### src/verilog/pwm_steer_defines.vh
// Constants for the PWM shutdown, dead-band and steering block
`ifndef PWM_STEER_DEFINES_VH
`define PWM_STEER_DEFINES_VH

// Register byte offsets
`define ADDR_ENH_CTRL      8'h00
`define ADDR_SHDN_CTRL     8'h04
`define ADDR_UNIT_CTRL     8'h08
`define ADDR_STEER_CTRL    8'h0C
`define ADDR_PIN_DIR       8'h10
`define ADDR_PIN_STATE     8'h14

// Reset values
`define RST_ENH_CTRL       8'h00
`define RST_SHDN_CTRL      8'h00
`define RST_UNIT_CTRL      8'h00
`define RST_STEER_CTRL     4'h1
`define RST_PIN_DIR        4'hF

// Enhanced control fields
`define ENH_RESTART_BIT    7
`define ENH_DB_HI          6
`define ENH_DB_LO          0

// Shutdown control fields
`define SHDN_STATUS_BIT    7
`define SHDN_SRC_HI        6
`define SHDN_SRC_LO        4
`define SHDN_AC_HI         3
`define SHDN_AC_LO         2
`define SHDN_BD_HI         1
`define SHDN_BD_LO         0
`define SRC_CMP1_BIT       0
`define SRC_CMP2_BIT       1
`define SRC_EXT_BIT        2

// Unit control fields: [7:6] output config, [3:0] unit mode
`define UNIT_CFG_HI        7
`define UNIT_CFG_LO        6
`define UNIT_MODE_HI       3
`define UNIT_MODE_LO       0
`define MODE_PWM_HI        3
`define MODE_PWM_LO        2
`define MODE_PWM_CODE      2'h3
`define MODE_POL_AC_BIT    1
`define MODE_POL_BD_BIT    0
`define CFG_SINGLE         2'h0
`define CFG_HALF_BRIDGE    2'h2

// Shutdown pin state codes
`define SSTATE_DRIVE_HI    2'h1
`define SSTATE_TRI_BIT     1

// Dead-band counter width and instruction cycle divider
`define DB_W               7
`define TCY_DIV_W          8

`endif
### src/verilog/pwm_shutdown_deadband_steer.v
// PWM output stage: auto-shutdown, restart, dead-band and pulse steering
`timescale 1ns/1ns
`default_nettype none
`include "pwm_steer_defines.vh"

module pwm_shutdown_deadband_steer #(
    parameter [`TCY_DIV_W-1:0] CLK_PER_TCY = 8'h01  // Clock cycles per instruction cycle
) (
    input  wire        ref_clk_i,
    input  wire        reset_n_i,
    // APB slave
    input  wire        psel_i,
    input  wire        penable_i,
    input  wire        pwrite_i,
    input  wire [7:0]  paddr_i,
    input  wire [31:0] pwdata_i,
    output reg  [31:0] prdata_o,
    output reg         pready_o,
    output reg         pslverr_o,
    // Timebase
    input  wire        pwm_raw_i,
    input  wire        period_start_i,
    // Shutdown sources
    input  wire        comparator_one_out_i,
    input  wire        comparator_two_out_i,
    input  wire        external_interrupt_pin_i,
    // Pins
    output reg         pwm_out_a_o,
    output reg         pwm_out_b_o,
    output reg         pwm_out_c_o,
    output reg         pwm_out_d_o,
    output reg         pwm_out_a_oe_n_o,
    output reg         pwm_out_b_oe_n_o,
    output reg         pwm_out_c_oe_n_o,
    output reg         pwm_out_d_oe_n_o
);

    ////////////////////////////////////////////////////////////////////////////
    // Registers and declarations
    reg  [7:0]          pwm_enhanced_control_r;
    reg                 shutdown_event_status_r;
    reg  [2:0]          shutdown_source_select_r;
    reg  [1:0]          pair_ac_shutdown_state_r;
    reg  [1:0]          pair_bd_shutdown_state_r;
    reg  [1:0]          output_config_select_r;
    reg  [3:0]          unit_mode_select_r;
    reg  [3:0]          steer_pin_enables_r;
    reg  [3:0]          pin_direction_r;
    reg                 run_r;
    reg  [`TCY_DIV_W-1:0] div_cnt_r;
    reg                 tcy_tick_r;
    reg  [3:0]          pin_val_nxt;
    reg  [3:0]          pin_oe_n_nxt;
    reg  [31:0]         rdata_nxt;
    reg                 addr_ok;

    wire                auto_restart_enable;
    wire [`DB_W-1:0]    dead_band_count;
    wire                shutdown_cond;
    wire                setup_ph;
    wire                wr_commit;
    wire                pwm_mode_on;
    wire                single_mode;
    wire                half_mode;
    wire [1:0]          db_in;
    wire [1:0]          db_out;

    assign auto_restart_enable = pwm_enhanced_control_r[`ENH_RESTART_BIT];
    assign dead_band_count     = pwm_enhanced_control_r[`ENH_DB_HI:`ENH_DB_LO];
    assign setup_ph  = psel_i & penable_i & ~pready_o;
    assign wr_commit = psel_i & penable_i & pready_o & pwrite_i;

    // Mode decode
    assign pwm_mode_on = (unit_mode_select_r[`MODE_PWM_HI:`MODE_PWM_LO] == `MODE_PWM_CODE);
    assign single_mode = pwm_mode_on & (output_config_select_r == `CFG_SINGLE);
    assign half_mode   = pwm_mode_on & (output_config_select_r == `CFG_HALF_BRIDGE);

    // Shutdown source decode, level sensitive
    assign shutdown_cond =
        (shutdown_source_select_r[`SRC_CMP1_BIT] & comparator_one_out_i) |
        (shutdown_source_select_r[`SRC_CMP2_BIT] & comparator_two_out_i) |
        (shutdown_source_select_r[`SRC_EXT_BIT]  & ~external_interrupt_pin_i);

    ////////////////////////////////////////////////////////////////////////////
    // APB handshake: one wait state, commit at the pready edge
    always @(posedge ref_clk_i or negedge reset_n_i) begin
        if (!reset_n_i) begin
            pready_o  <= 1'b0;
            pslverr_o <= 1'b0;
            prdata_o  <= 32'h00000000;
        end else begin
            pready_o  <= setup_ph;
            pslverr_o <= setup_ph & ~addr_ok;
            if (setup_ph && !pwrite_i) begin
                prdata_o <= rdata_nxt;
            end
        end
    end

    // Read mux and address decode
    always @* begin
        rdata_nxt = 32'h00000000;
        addr_ok   = 1'b1;
        if (paddr_i == `ADDR_ENH_CTRL) begin
            rdata_nxt[7:0] = pwm_enhanced_control_r;
        end else if (paddr_i == `ADDR_SHDN_CTRL) begin
            rdata_nxt[7:0] = {shutdown_event_status_r, shutdown_source_select_r,
                              pair_ac_shutdown_state_r, pair_bd_shutdown_state_r};
        end else if (paddr_i == `ADDR_UNIT_CTRL) begin
            rdata_nxt[7:0] = {output_config_select_r, 2'h0, unit_mode_select_r};
        end else if (paddr_i == `ADDR_STEER_CTRL) begin
            rdata_nxt[3:0] = steer_pin_enables_r;
        end else if (paddr_i == `ADDR_PIN_DIR) begin
            rdata_nxt[3:0] = pin_direction_r;
        end else if (paddr_i == `ADDR_PIN_STATE) begin
            rdata_nxt[9:0] = {run_r, shutdown_cond,
                              pwm_out_d_oe_n_o, pwm_out_c_oe_n_o,
                              pwm_out_b_oe_n_o, pwm_out_a_oe_n_o,
                              pwm_out_d_o, pwm_out_c_o, pwm_out_b_o, pwm_out_a_o};
        end else begin
            addr_ok = 1'b0;
        end
    end

    ////////////////////////////////////////////////////////////////////////////
    // Configuration registers
    always @(posedge ref_clk_i or negedge reset_n_i) begin
        if (!reset_n_i) begin
            pwm_enhanced_control_r   <= `RST_ENH_CTRL;
            shutdown_source_select_r <= 3'h0;
            pair_ac_shutdown_state_r <= 2'h0;
            pair_bd_shutdown_state_r <= 2'h0;
            output_config_select_r   <= 2'h0;
            unit_mode_select_r       <= 4'h0;
            steer_pin_enables_r      <= `RST_STEER_CTRL;
            pin_direction_r          <= `RST_PIN_DIR;
        end else if (wr_commit) begin
            if (paddr_i == `ADDR_ENH_CTRL) begin
                pwm_enhanced_control_r <= pwdata_i[7:0];
            end else if (paddr_i == `ADDR_SHDN_CTRL) begin
                shutdown_source_select_r <= pwdata_i[`SHDN_SRC_HI:`SHDN_SRC_LO];
                pair_ac_shutdown_state_r <= pwdata_i[`SHDN_AC_HI:`SHDN_AC_LO];
                pair_bd_shutdown_state_r <= pwdata_i[`SHDN_BD_HI:`SHDN_BD_LO];
            end else if (paddr_i == `ADDR_UNIT_CTRL) begin
                output_config_select_r <= pwdata_i[`UNIT_CFG_HI:`UNIT_CFG_LO];
                unit_mode_select_r     <= pwdata_i[`UNIT_MODE_HI:`UNIT_MODE_LO];
            end else if (paddr_i == `ADDR_STEER_CTRL) begin
                steer_pin_enables_r <= pwdata_i[3:0];
            end else if (paddr_i == `ADDR_PIN_DIR) begin
                pin_direction_r <= pwdata_i[3:0];
            end
        end
    end

    ////////////////////////////////////////////////////////////////////////////
    // Shutdown event status; hardware set wins over any clear
    // A software set under auto-restart lives one cycle, enough to drop run
    always @(posedge ref_clk_i or negedge reset_n_i) begin
        if (!reset_n_i) begin
            shutdown_event_status_r <= 1'b0;
        end else if (shutdown_cond) begin
            shutdown_event_status_r <= 1'b1;
        end else if (wr_commit && paddr_i == `ADDR_SHDN_CTRL) begin
            shutdown_event_status_r <= pwdata_i[`SHDN_STATUS_BIT];
        end else if (auto_restart_enable) begin
            shutdown_event_status_r <= 1'b0;
        end
    end

    // Run gate: drops on shutdown, returns only at a period start
    always @(posedge ref_clk_i or negedge reset_n_i) begin
        if (!reset_n_i) begin
            run_r <= 1'b0;
        end else if (shutdown_event_status_r || shutdown_cond) begin
            run_r <= 1'b0;
        end else if (period_start_i) begin
            run_r <= 1'b1;
        end
    end

    ////////////////////////////////////////////////////////////////////////////
    // Instruction cycle enable divider
    always @(posedge ref_clk_i or negedge reset_n_i) begin
        if (!reset_n_i) begin
            div_cnt_r  <= {`TCY_DIV_W{1'b0}};
            tcy_tick_r <= 1'b0;
        end else if (div_cnt_r >= CLK_PER_TCY - 8'h01) begin
            div_cnt_r  <= {`TCY_DIV_W{1'b0}};
            tcy_tick_r <= 1'b1;
        end else begin
            div_cnt_r  <= div_cnt_r + 8'h01;
            tcy_tick_r <= 1'b0;
        end
    end

    ////////////////////////////////////////////////////////////////////////////
    // Dead-band delay per half-bridge leg: A from pwm, B from its complement
    assign db_in = {~pwm_raw_i, pwm_raw_i};

    genvar g;
    generate
        for (g = 0; g < 2; g = g + 1) begin : g_db
            reg              prev_r;
            reg [`DB_W-1:0]  cnt_r;
            wire             last_tick;
            always @(posedge ref_clk_i or negedge reset_n_i) begin
                if (!reset_n_i) begin
                    prev_r <= 1'b0;
                    cnt_r  <= {`DB_W{1'b0}};
                end else begin
                    prev_r <= db_in[g];
                    if (db_in[g] && !prev_r) begin
                        cnt_r <= dead_band_count;
                    end else if (!db_in[g]) begin
                        cnt_r <= {`DB_W{1'b0}};
                    end else if (tcy_tick_r && cnt_r != {`DB_W{1'b0}}) begin
                        cnt_r <= cnt_r - 7'h01;
                    end
                end
            end
            // Count is spent or spends its last unit this tick
            assign last_tick = (cnt_r[`DB_W-1:1] == {(`DB_W-1){1'b0}}) &
                               (~cnt_r[0] | tcy_tick_r);
            // Active once the count runs out; falling edge passes at once
            assign db_out[g] = db_in[g] & prev_r & last_tick |
                               db_in[g] & (dead_band_count == {`DB_W{1'b0}});
        end
    endgenerate

    ////////////////////////////////////////////////////////////////////////////
    // Pin value and enable per pin: A=0, B=1, C=2, D=3
    always @* begin : pin_mux
        integer   i;
        reg       used;
        reg       act;
        reg       pol_lo;
        reg [1:0] sstate;
        pin_val_nxt  = 4'h0;
        pin_oe_n_nxt = 4'hF;
        used   = 1'b0;
        act    = 1'b0;
        pol_lo = 1'b0;
        sstate = 2'h0;
        for (i = 0; i < 4; i = i + 1) begin
            // A and C form one pair, B and D the other
            pol_lo = (i == 0 || i == 2) ? unit_mode_select_r[`MODE_POL_AC_BIT]
                                        : unit_mode_select_r[`MODE_POL_BD_BIT];
            sstate = (i == 0 || i == 2) ? pair_ac_shutdown_state_r
                                        : pair_bd_shutdown_state_r;
            if (single_mode) begin
                used = steer_pin_enables_r[i];
                act  = pwm_raw_i;
            end else if (half_mode) begin
                used = (i < 2);
                act  = db_out[i[0]];
            end else begin
                used = pwm_mode_on & (i == 0);
                act  = pwm_raw_i;
            end
            if (used && !pin_direction_r[i]) begin
                if (!run_r) begin
                    // Shutdown state for pins in use
                    pin_val_nxt[i]  = (sstate == `SSTATE_DRIVE_HI);
                    pin_oe_n_nxt[i] = sstate[`SSTATE_TRI_BIT];
                end else begin
                    pin_val_nxt[i]  = act ^ pol_lo;
                    pin_oe_n_nxt[i] = 1'b0;
                end
            end
        end
    end

    // Registered pin outputs
    always @(posedge ref_clk_i or negedge reset_n_i) begin
        if (!reset_n_i) begin
            pwm_out_a_o      <= 1'b0;
            pwm_out_b_o      <= 1'b0;
            pwm_out_c_o      <= 1'b0;
            pwm_out_d_o      <= 1'b0;
            pwm_out_a_oe_n_o <= 1'b1;
            pwm_out_b_oe_n_o <= 1'b1;
            pwm_out_c_oe_n_o <= 1'b1;
            pwm_out_d_oe_n_o <= 1'b1;
        end else begin
            pwm_out_a_o      <= pin_val_nxt[0];
            pwm_out_b_o      <= pin_val_nxt[1];
            pwm_out_c_o      <= pin_val_nxt[2];
            pwm_out_d_o      <= pin_val_nxt[3];
            pwm_out_a_oe_n_o <= pin_oe_n_nxt[0];
            pwm_out_b_oe_n_o <= pin_oe_n_nxt[1];
            pwm_out_c_oe_n_o <= pin_oe_n_nxt[2];
            pwm_out_d_oe_n_o <= pin_oe_n_nxt[3];
        end
    end

endmodule // pwm_shutdown_deadband_steer

`default_nettype wire

### config.mk
export PLATFORM = sky130hd
export DESIGN_NAME = pwm_shutdown_deadband_steer
export DESIGN_NICKNAME = d
export VERILOG_FILES = /design/src/verilog/pwm_shutdown_deadband_steer.v
export VERILOG_INCLUDE_DIRS = /design/src /design/src/verilog
export SDC_FILE = /design/constraint.sdc
export NUM_CORES = 1
export LEC_CHECK = 0
export ABC_CLOCK_PERIOD_IN_PS = 2700
export BUFFER_PORTS_ARGS = -buffer_cell sky130_fd_sc_hd__buf_2
export CORE_MARGIN = 2
export CORE_UTILIZATION = 53
export DETAILED_ROUTE_END_ITERATION = 12
export PLACE_DENSITY = 0.85
export SLEW_MARGIN = 40
export SYNTH_ARGS = -nofsm -noshare
export SYNTH_HDL_FRONTEND = slang
export SYNTH_SLANG_ARGS = --single-unit
### constraint.sdc
create_clock -name ref_clk_i -period 2.7 [get_ports ref_clk_i]
set_clock_uncertainty 0.15 [all_clocks]
set_input_delay 0.27 -clock ref_clk_i [delete_from_list [all_inputs] [get_ports ref_clk_i]]
set_output_delay 0.27 -clock ref_clk_i [all_outputs]
set_load 0.03 [all_outputs]
# After elaboration in Yosys (flattened, before gate mapping)

Index checks and enable logic that the tools add are counted.

Add/subtract/negate cells: 3
Reductions and logical operators: 33
Bitwise operators: 36
Muxes and demuxes: 52
Equal/unequal tests: 10
Order comparisons: 1

Operators with widths:

| cell                  | number |
|---|---|
| $mux W7               | 6 |
| $mux W1               | 34 |
| $mux W8               | 4 |
| $and A1 B1 Y1         | 18 |
| $eq A8 B4 Y1 const B  | 2 |
| $eq A8 B5 Y1 const B  | 2 |
| $reduce_bool A7 Y1    | 2 |
| $sub A7 B1 Y7 const B | 2 |
| $logic_not A6 Y1      | 2 |
| $mux W6               | 2 |
| $logic_and A1 B1 Y1   | 10 |
| $mux W10              | 1 |
| $not A1 Y1            | 10 |
| $add A8 B1 Y8 const B | 1 |
| $eq A8 B3 Y1 const B  | 1 |
| $ge A8 B1 Y1 const B  | 1 |
| $logic_not A8 Y1      | 1 |
| $mux W4               | 2 |
| $logic_not A1 Y1      | 7 |
| $logic_not A7 Y1      | 1 |
| $mux W2               | 3 |
| $or A1 B1 Y1          | 6 |
| $reduce_and A6 Y1     | 1 |
| $reduce_bool A3 Y1    | 2 |
| other kinds (11)      | 14 |

Output and inout bits: 42
Bits of input ports: 50
Flip-flop bits (word level): 76
Logic and storage cells: 162

# Logic depth before layout (Yosys ltp)

Gate-level depths: netlist of the first run.

Word-level depth: 10
Depth in mapped cells: 7

# Least setup slack after synthesis of the first run

Ideal clock, no wire load.

Kind: input-to-reg
From: input paddr_i[7]
To: register steer_pin_enables_r[1]
Library setup time: 125 ps
Arrival time: 1857 ps
Stages: 5
Slack: 568 ps
Buffers on the path: 1
Cell sequence: or4_4 > or2_1 > buf_2 > nor4b_4 > mux2_2

Longest elaborated chain between the ends: 3

RTL lines:

| what                                           | line                              | text |
|---|---|---|
| start: declaration                             | pwm_shutdown_deadband_steer.v:15  | `input wire [7:0] paddr_i,` |
| $eq A8 B4 Y1 (no line) (tied with other cells) | -                                 |  |
| $not A1 Y1 (no line)                           | -                                 |  |
| $reduce_and A5 Y1 (no line) *                  | -                                 |  |
| end signal: assignment                         | pwm_shutdown_deadband_steer.v:135 | `` steer_pin_enables_r <= `RST_STEER_CTRL; `` |
| end signal: assignment                         | pwm_shutdown_deadband_steer.v:148 | `steer_pin_enables_r <= pwdata_i[3:0];` |
| end: declaration                               | pwm_shutdown_deadband_steer.v:47  | `reg [3:0] steer_pin_enables_r;` |

Every way passes the cells marked *; elsewhere a longest branch is shown, timed or not.
A chain may end at the register's enable or synchronous reset.

# Final worst setup path of the first run

From: register g_db[1].cnt_r[4]
To: register pwm_out_d_o

Longest elaborated chain between the ends: 9

RTL lines:

| what                     | line                              | text |
|---|---|---|
| start: declaration       | pwm_shutdown_deadband_steer.v:204 | `` reg [`DB_W-1:0] cnt_r; `` |
| start signal: assignment | pwm_shutdown_deadband_steer.v:209 | `` cnt_r <= {`DB_W{1'b0}}; `` |
| start signal: assignment | pwm_shutdown_deadband_steer.v:213 | `cnt_r <= dead_band_count;` |
| start signal: assignment | pwm_shutdown_deadband_steer.v:215 | `` cnt_r <= {`DB_W{1'b0}}; `` |
| $logic_not A6 Y1         | pwm_shutdown_deadband_steer.v:222 | `` assign last_tick = (cnt_r[`DB_W-1:1] == {(`DB_W-1){1'b0}}) & `` |
| $and A1 B1 Y1            | pwm_shutdown_deadband_steer.v:222 |  |
| $and A1 B1 Y1            | pwm_shutdown_deadband_steer.v:225 | `assign db_out[g] = db_in[g] & prev_r & last_tick \|` |
| $or A1 B1 Y1             | pwm_shutdown_deadband_steer.v:225 |  |
| $mux W1                  | pwm_shutdown_deadband_steer.v:253 | `end else if (half_mode) begin` |
| $mux W1                  | pwm_shutdown_deadband_steer.v:250 | `if (single_mode) begin` |
| $xor A1 B1 Y1            | pwm_shutdown_deadband_steer.v:266 | `pin_val_nxt[i] = act ^ pol_lo;` |
| $mux W1                  | pwm_shutdown_deadband_steer.v:261 | `if (!run_r) begin` |
| $mux W1                  | pwm_shutdown_deadband_steer.v:260 | `if (used && !pin_direction_r[i]) begin` |
| named net pin_val_nxt[3] | pwm_shutdown_deadband_steer.v:52  | `reg [3:0] pin_val_nxt;` |
| end signal: assignment   | pwm_shutdown_deadband_steer.v:288 | `pwm_out_d_o <= pin_val_nxt[3];` |
| end: declaration         | pwm_shutdown_deadband_steer.v:31  | `output reg pwm_out_d_o,` |

The timed path passes the listed nets, and every way through them passes these cells.

==> flow_summary.json, run 1 <==
{
  "outcome": "complete, no violations",
  "post_drt_wl_per_cell_um": 17.53,
  "rr_startpoint": "g_db[1].cnt_r[4]",
  "synth_top_area_frac": 0.4129,
  "slew_headroom": 0.5443,
  "cts_sinks": 68,
  "cts_made_buffers": 9,
  "drtIter0Drc": 237,
  "rsz0062_at_grt": "false",
  "chipWidth_um": 86.14,
  "ys_warn_count": 0,
  "nFillCells": 518,
  "via_per_inst": 5.991,
  "post-route-drc-count": 0,
  "vdd_ir_drop_max_uv": 203.0,
  "clk_path_buf_depth": 2,
  "fp.coreArea_um2": 6422,
  "p_seq_frac": 0.501,
  "multi_input_area_um2": 1689,
  "synthCells": 337,
  "whs_path_depth": 2,
  "rr_worst_depth": 5,
  "slew_violations": 0,
  "die_area_um2": 7420,
  "pwr-share-comb": 0.110,
  "hold_viol": 0,
  "synth_top_cell_by_area": "dfrtp_1",
  "crit_path_end_kind": "register",
  "overflow": 0,
  "hold_path_class": "in -> reg",
  "leakagePower_nw": 1.912,
  "ys.flop_type": "dfrtp_1",
  "startpoint": "g_db[1].cnt_r[4]",
  "grt_pass1_vias": 2652,
  "finalCritPeriodShare": 0.8037,
  "final_core_util": 0.6248,
  "worst_pin_slew_ns": 0.6663,
  "synth_area_leaders": "dfrtp_1, mux2_2, dfstp_2",
  "num_rows": 29,
  "power.total_w": 0.002128,
  "start_util": 0.5568,
  "yosysSeqAreaShare": 0.4790,
  "synth_edf_count": 0,
  "path_class": "reg -> reg",
  "p_int_w": 0.001566,
  "worstHoldStart": "pwdata_i[4]",
  "ant_nets": 0,
  "num_vias": 2804,
  "clk_pin_slew_ns": 0.07,
  "tns_ns": 0,
  "switching_share": 0.2641,
  "async_flop_share": 1.000,
  "grt_start_max_net_pins": 42,
  "placed_cells": 451,
  "required_ns": 2.76,
  "period_needed_ns": 2.170,
  "critical_path.max_fanout": 4,
  "antenna_found_initial": 0,
  "cts_tree": "built",
  "postSynthAreaPerCell_um2": 10.61,
  "ios": 92,
  "worstPathArrival_ns": 2.23,
  "area_delta_synth_final_pct": 12.21,
  "cts_resized": 0,
  "netSwitchingPower_w": 0.0005620,
  "drive_gt1_frac": 0.2967,
  "ys_types": 53,
  "grt_first_pass_wirelength_mm": 13.16,
  "place_congestion": 0.8720,
  "fmax_mhz": 460.8,
  "diodes": 0,
  "insertion_delay_ns": 0.35,
  "start_kind": "register",
  "nets": 438,
  "stdcell_count": 468,
  "die_h_um": 86.14,
  "grt_usage": 0.2323,
  "clkPwrFrac": 0.389,
  "maxCapViolCount": 0,
  "ys_ff_latch": 68,
  "htreeDepth": 3,
  "port_buffers": 45,
  "place_hpwl_mm": 5.803,
  "routed_wl_mm": 8.203,
  "p_per_area_nw_per_um2": 530.3,
  "setup_viol": 0,
  "synthesis.area_um2": 3576,
  "clockRootBuffer": "clkbuf_8",
  "seq_area_um2": 1713,
  "drt_first_pass_iters": 5
}
[registers in the layout (all words and copies together), names as in the netlist, 2 cells and up]
name / flops
output_config_select_r: 2
g_db.cnt_r: 14
unit_mode_select_r: 4
pair_bd_shutdown_state_r: 2
prdata_o: 10
shutdown_source_select_r: 3
pwm_enhanced_control_r: 8
steer_pin_enables_r: 4
pin_direction_r: 4
pair_ac_shutdown_state_r: 2
g_db.prev_r: 2
[repair_timing]
action / in CTS / in global routing
endpoints found under the hold margin: 29 / 0
endpoints found under the setup margin: 0 / 0
hold buffers: 1 / 0
setup buffers: 0 / 0
[layer usage]
metal,up-vias,share of wire,global-route usage
li1,1274,-,-
met1,1359,0.40,0.2980
met2,148,0.49,0.3707
met3,23,0.081,0.05967
met4,0,0.023,0.1053
met5,-,0,0
[critical path, stage by stage (launching register included)]
cell and delay [ns]:
dfrtp_1 0.41, or4_1 0.61, a2111oi_0 0.37, o21ai_0 0.18
xor2_1 0.21, a21oi_1 0.10
[synth_stat cells (2+ instances only)]
cell type,count
a211oi_1,5
mux2_2,31
nand2b_1,9
o21ai_0,16
a2111oi_0,4
dfstp_2,9
nor4_1,7
or4_1,3
xnor2_1,5
nor3_1,12
o211ai_1,3
inv_1,10
dfrtp_1,59
nand3b_1,4
mux2i_1,13
a21o_1,3
a21oi_1,19
nand2_1,28
a22oi_1,4
nand3_1,3
nand4_1,2
ha_1,2
nor2_1,19
mux4_2,3
o41ai_1,3
clkbuf_1,11
buf_4,22
conb_1,2
or3_1,2
[stage by stage]
| stage | hold WS [ns] | area [µm²] | setup slack (ns) |
|---|---|---|---|
| 3_5_place_dp | 0.1244 | 3809 | 0.3422 |
| 4_1_cts | 0.02209 | 4013 | 0.5215 |
| 3_3_place_gp | 0.2816 | 3806 | 0.3480 |
| 5_1_grt | 0.01498 | 4013 | 0.4115 |
| 2_1_floorplan | -0.1756 | 3655 | 0.5677 |
| 6_report | 0.02464 | 4013 | 0.5299 |
[path summary, 6_finish.rpt]
kind                                                to  slack [ns]
setup / recovery                           pwm_out_d_o        0.53
hold / removal             shutdown_source_select_r[0]        0.02
setup reg to reg                           pwm_out_d_o        0.53
hold reg to reg                                  run_r        0.32
max in group asynchronous                  prdata_o[5]        1.56
min in group asynchronous    output_config_select_r[1]        0.29
[cells by family after synthesis]
kind of cell | synth area share
adder cells (fa/ha/maj) | 0.006997
AND/OR/NAND/NOR | 0.1564
XOR/XNOR | 0.01470
multiplexers | 0.1529
other | 0.002100
buffers and inverters | 0.07068
AO/OA/AOI/OAI | 0.1172
flip-flops | 0.4790
[cells in the final DEF, fill, tap and decap left out, drive strengths merged, types with 5 or more instances in the layout]
cell type	count
o21ai	16
mux2i	13
mux2	31
nor4	7
nor2	19
xnor2	5
dfstp	9
clkbuf	12
buf	51
a211oi	5
nor3	12
inv	10
a21oi	19
nand2b	9
conb	23
dfrtp	59
nand2	28
[layout make-up]
type                    count  area share
clock inverters             4     0.01216
clock buffers              12     0.03617
well taps                  77     0.02401
multi-input cells         245      0.4210
inverters                  10    0.009355
repair buffers             52     0.07047
flip-flops and latches     68      0.4269
[power groups by stage]
stage / Clock, W / Sequential, W / Combinational (W)
finish: 0.000827 / 0.00107 / 0.000234
global route: 0.000875 / 0.00107 / 0.000259
CTS: 0.000825 / 0.00107 / 0.000234
detailed placement: 0 / 0.00108 / 0.000230
global placement: 0 / 0.00108 / 0.000223
floorplan: 0 / 0.00108 / 0.000186
Power figures use the tool's default switching activity.
==> run 2, diff against run 1 <==
--- a/config.mk
+++ b/config.mk
@@ -6,7 +6,7 @@
 export SDC_FILE = /design/constraint.sdc
 export NUM_CORES = 1
 export LEC_CHECK = 0
-export ABC_CLOCK_PERIOD_IN_PS = 2700
+export ABC_CLOCK_PERIOD_IN_PS = 2000
 export BUFFER_PORTS_ARGS = -buffer_cell sky130_fd_sc_hd__buf_2
 export CORE_MARGIN = 2
 export CORE_UTILIZATION = 53
==> constraint.sdc (replaced) <==
create_clock -name ref_clk_i -period 2 [get_ports ref_clk_i]
set_clock_uncertainty 0.15 [all_clocks]
set_input_delay 0.2 -clock ref_clk_i [delete_from_list [all_inputs] [get_ports ref_clk_i]]
set_output_delay 0.2 -clock ref_clk_i [all_outputs]
set_load 0.03 [all_outputs]
==> flow_summary.json, run 2 (synthesis gave the netlist of run 1 again) <==
{
  "outcome": "complete, no violations",
  "worstPathArrival_ns": 2.05,
  "grt_usage": 0.2530,
  "place_hpwl_mm": 6.173,
  "regMostFlops": "g_db.cnt_r",
  "post_drt_wl_per_cell_um": 17.64,
  "netSwitchingPower_w": 0.0007810,
  "clk_path_buf_depth": 2,
  "clk_pin_slew_ns": 0.07,
  "placed_cell_area_um2": 3999,
  "start_util": 0.5568,
  "die_area_um2": 7420,
  "drive_gt1_frac": 0.3427,
  "post-route-drc-count": 0,
  "placed_cells": 475,
  "hold_path_class": "in -> reg",
  "via_per_inst": 5.996,
  "place_congestion": 0.8862,
  "critical_path.max_fanout": 6,
  "path_class": "reg -> reg",
  "diodes": 0,
  "vdd_ir_drop_max_uv": 461.4,
  "grt_start_max_net_pins": 69,
  "p_int_w": 0.002170,
  "setup_viol": 0,
  "power.total_w": 0.002951,
  "hold_viol": 0,
  "p_seq_frac": 0.484,
  "chipWidth_um": 86.14,
  "switching_share": 0.2646,
  "cts_tree": "built",
  "fp.coreArea_um2": 6422,
  "antenna_found_initial": 0,
  "grt_pass1_vias": 2919,
  "cts_made_buffers": 9,
  "die_h_um": 86.14,
  "area_delta_synth_final_pct": 22.08,
  "ios": 92,
  "crit_path_end_kind": "register",
  "p_per_area_nw_per_um2": 676.1,
  "nFillCells": 459,
  "top_regs": "g_db.cnt_r: 14 flops, prdata_o: 10 flops, pwm_enhanced_control_r: 8 flops",
  "grt_first_pass_wirelength_mm": 14.35,
  "required_ns": 2.11,
  "stdcell_count": 503,
  "routed_wl_mm": 8.872,
  "final_common_cell": "dfrtp_1",
  "clkPwrFrac": 0.376,
  "drtIter0Drc": 216,
  "start_kind": "register",
  "port_buffers": 45,
  "htreeDepth": 3,
  "final_area_um2": 4365,
  "slew_violations": 0,
  "final_core_util": 0.6797,
  "period_needed_ns": 1.938,
  "layout_common_cells": "dfrtp_1, buf_2, mux2_2, buf_4, nand2_1",
  "num_rows": 29,
  "pwr-share-comb": 0.140,
  "maxCapViolCount": 0,
  "num_vias": 3016,
  "fmax_mhz": 516.1,
  "slew_headroom": 0.5792,
  "tns_ns": 0,
  "worst_pin_slew_ns": 0.6254,
  "ant_nets": 0,
  "nets": 473,
  "insertion_delay_ns": 0.35,
  "drt_first_pass_iters": 5,
  "largest_reg_flops": 14,
  "leakagePower_nw": 2.084,
  "cts_sinks": 68,
  "overflow": 0,
  "rsz0062_at_grt": "true",
  "clockRootBuffer": "clkbuf_8",
  "finalCritPeriodShare": 0.9689
}
run 2: power groups by stage:
stage | registers (W) | clock network (W) | logic, W
after global placement | 0.00145 | 0 | 0.000350
after detailed placement | 0.00145 | 0 | 0.000361
after CTS | 0.00143 | 0.00112 | 0.000392
after floorplan | 0.00145 | 0 | 0.000250
after global routing | 0.00143 | 0.00118 | 0.000448
final | 0.00143 | 0.00111 | 0.000413
run 2: layout make-up:
cell class | count | area (µm²) | area share
clock buffer | 14 | 152.6 | 0.03497
multi-input combinational | 245 | 1750 | 0.4010
tap | 77 | 96.34 | 0.02207
inverter | 10 | 37.54 | 0.008598
timing repair buffer | 87 | 580.6 | 0.1330
sequential | 68 | 1713 | 0.3924
clock inverter | 2 | 35.03 | 0.008025
run 2: worst max-delay path: stages (launching register included):
cell	delay, ns
dfrtp_1	0.39
or4_4	0.57
nor3b_2	0.18
buf_4	0.17
nor2_1	0.07
xnor2_1	0.15
a211oi_2	0.17
run 2: worst paths after layout:
| kind | startpoint | slack, ns | endpoint | cells after the start |
|---|---|---|---|---|
| hold reg to reg | prdata_o[7] | 0.33 | prdata_o[7] | 1 |
| hold / removal | pwdata_i[2] | 0.02 | unit_mode_select_r[2] | 2 |
| setup / recovery | g_db[1].cnt_r[4] | 0.06 | g_db[1].cnt_r[0] | 6 |
| max in group asynchronous | reset_n_i | 1.14 | pin_direction_r[2] | 3 |
| min in group asynchronous | reset_n_i | 0.24 | g_db[1].cnt_r[2] | 3 |
| setup reg to reg | g_db[1].cnt_r[4] | 0.06 | g_db[1].cnt_r[0] | 6 |
run 2: per-stage QoR:
step	setup slack, ns	hold slack (ns)
after floorplan	-0.02071	-0.2456
after global placement	-0.1295	0.09031
after detailed placement	-0.2080	0.09543
after CTS	0.01186	0.01388
after global routing	-0.02855	0.03499
final	0.06228	0.01903
run 2: metal layers:
layer,share of wire,wire (µm),global-route usage
met4,0.036,318,0.1255
met2,0.50,4429,0.4130
met3,0.064,568,0.03946
met5,0,0,0
met1,0.40,3555,0.3281
run 2: repair_timing:
item,CTS,global route
hold buffers,11,0
pin swaps,1,11
endpoints found under the setup margin,6,21
buffers inserted,0,1
resized for setup,7,7
endpoints found under the hold margin,78,0
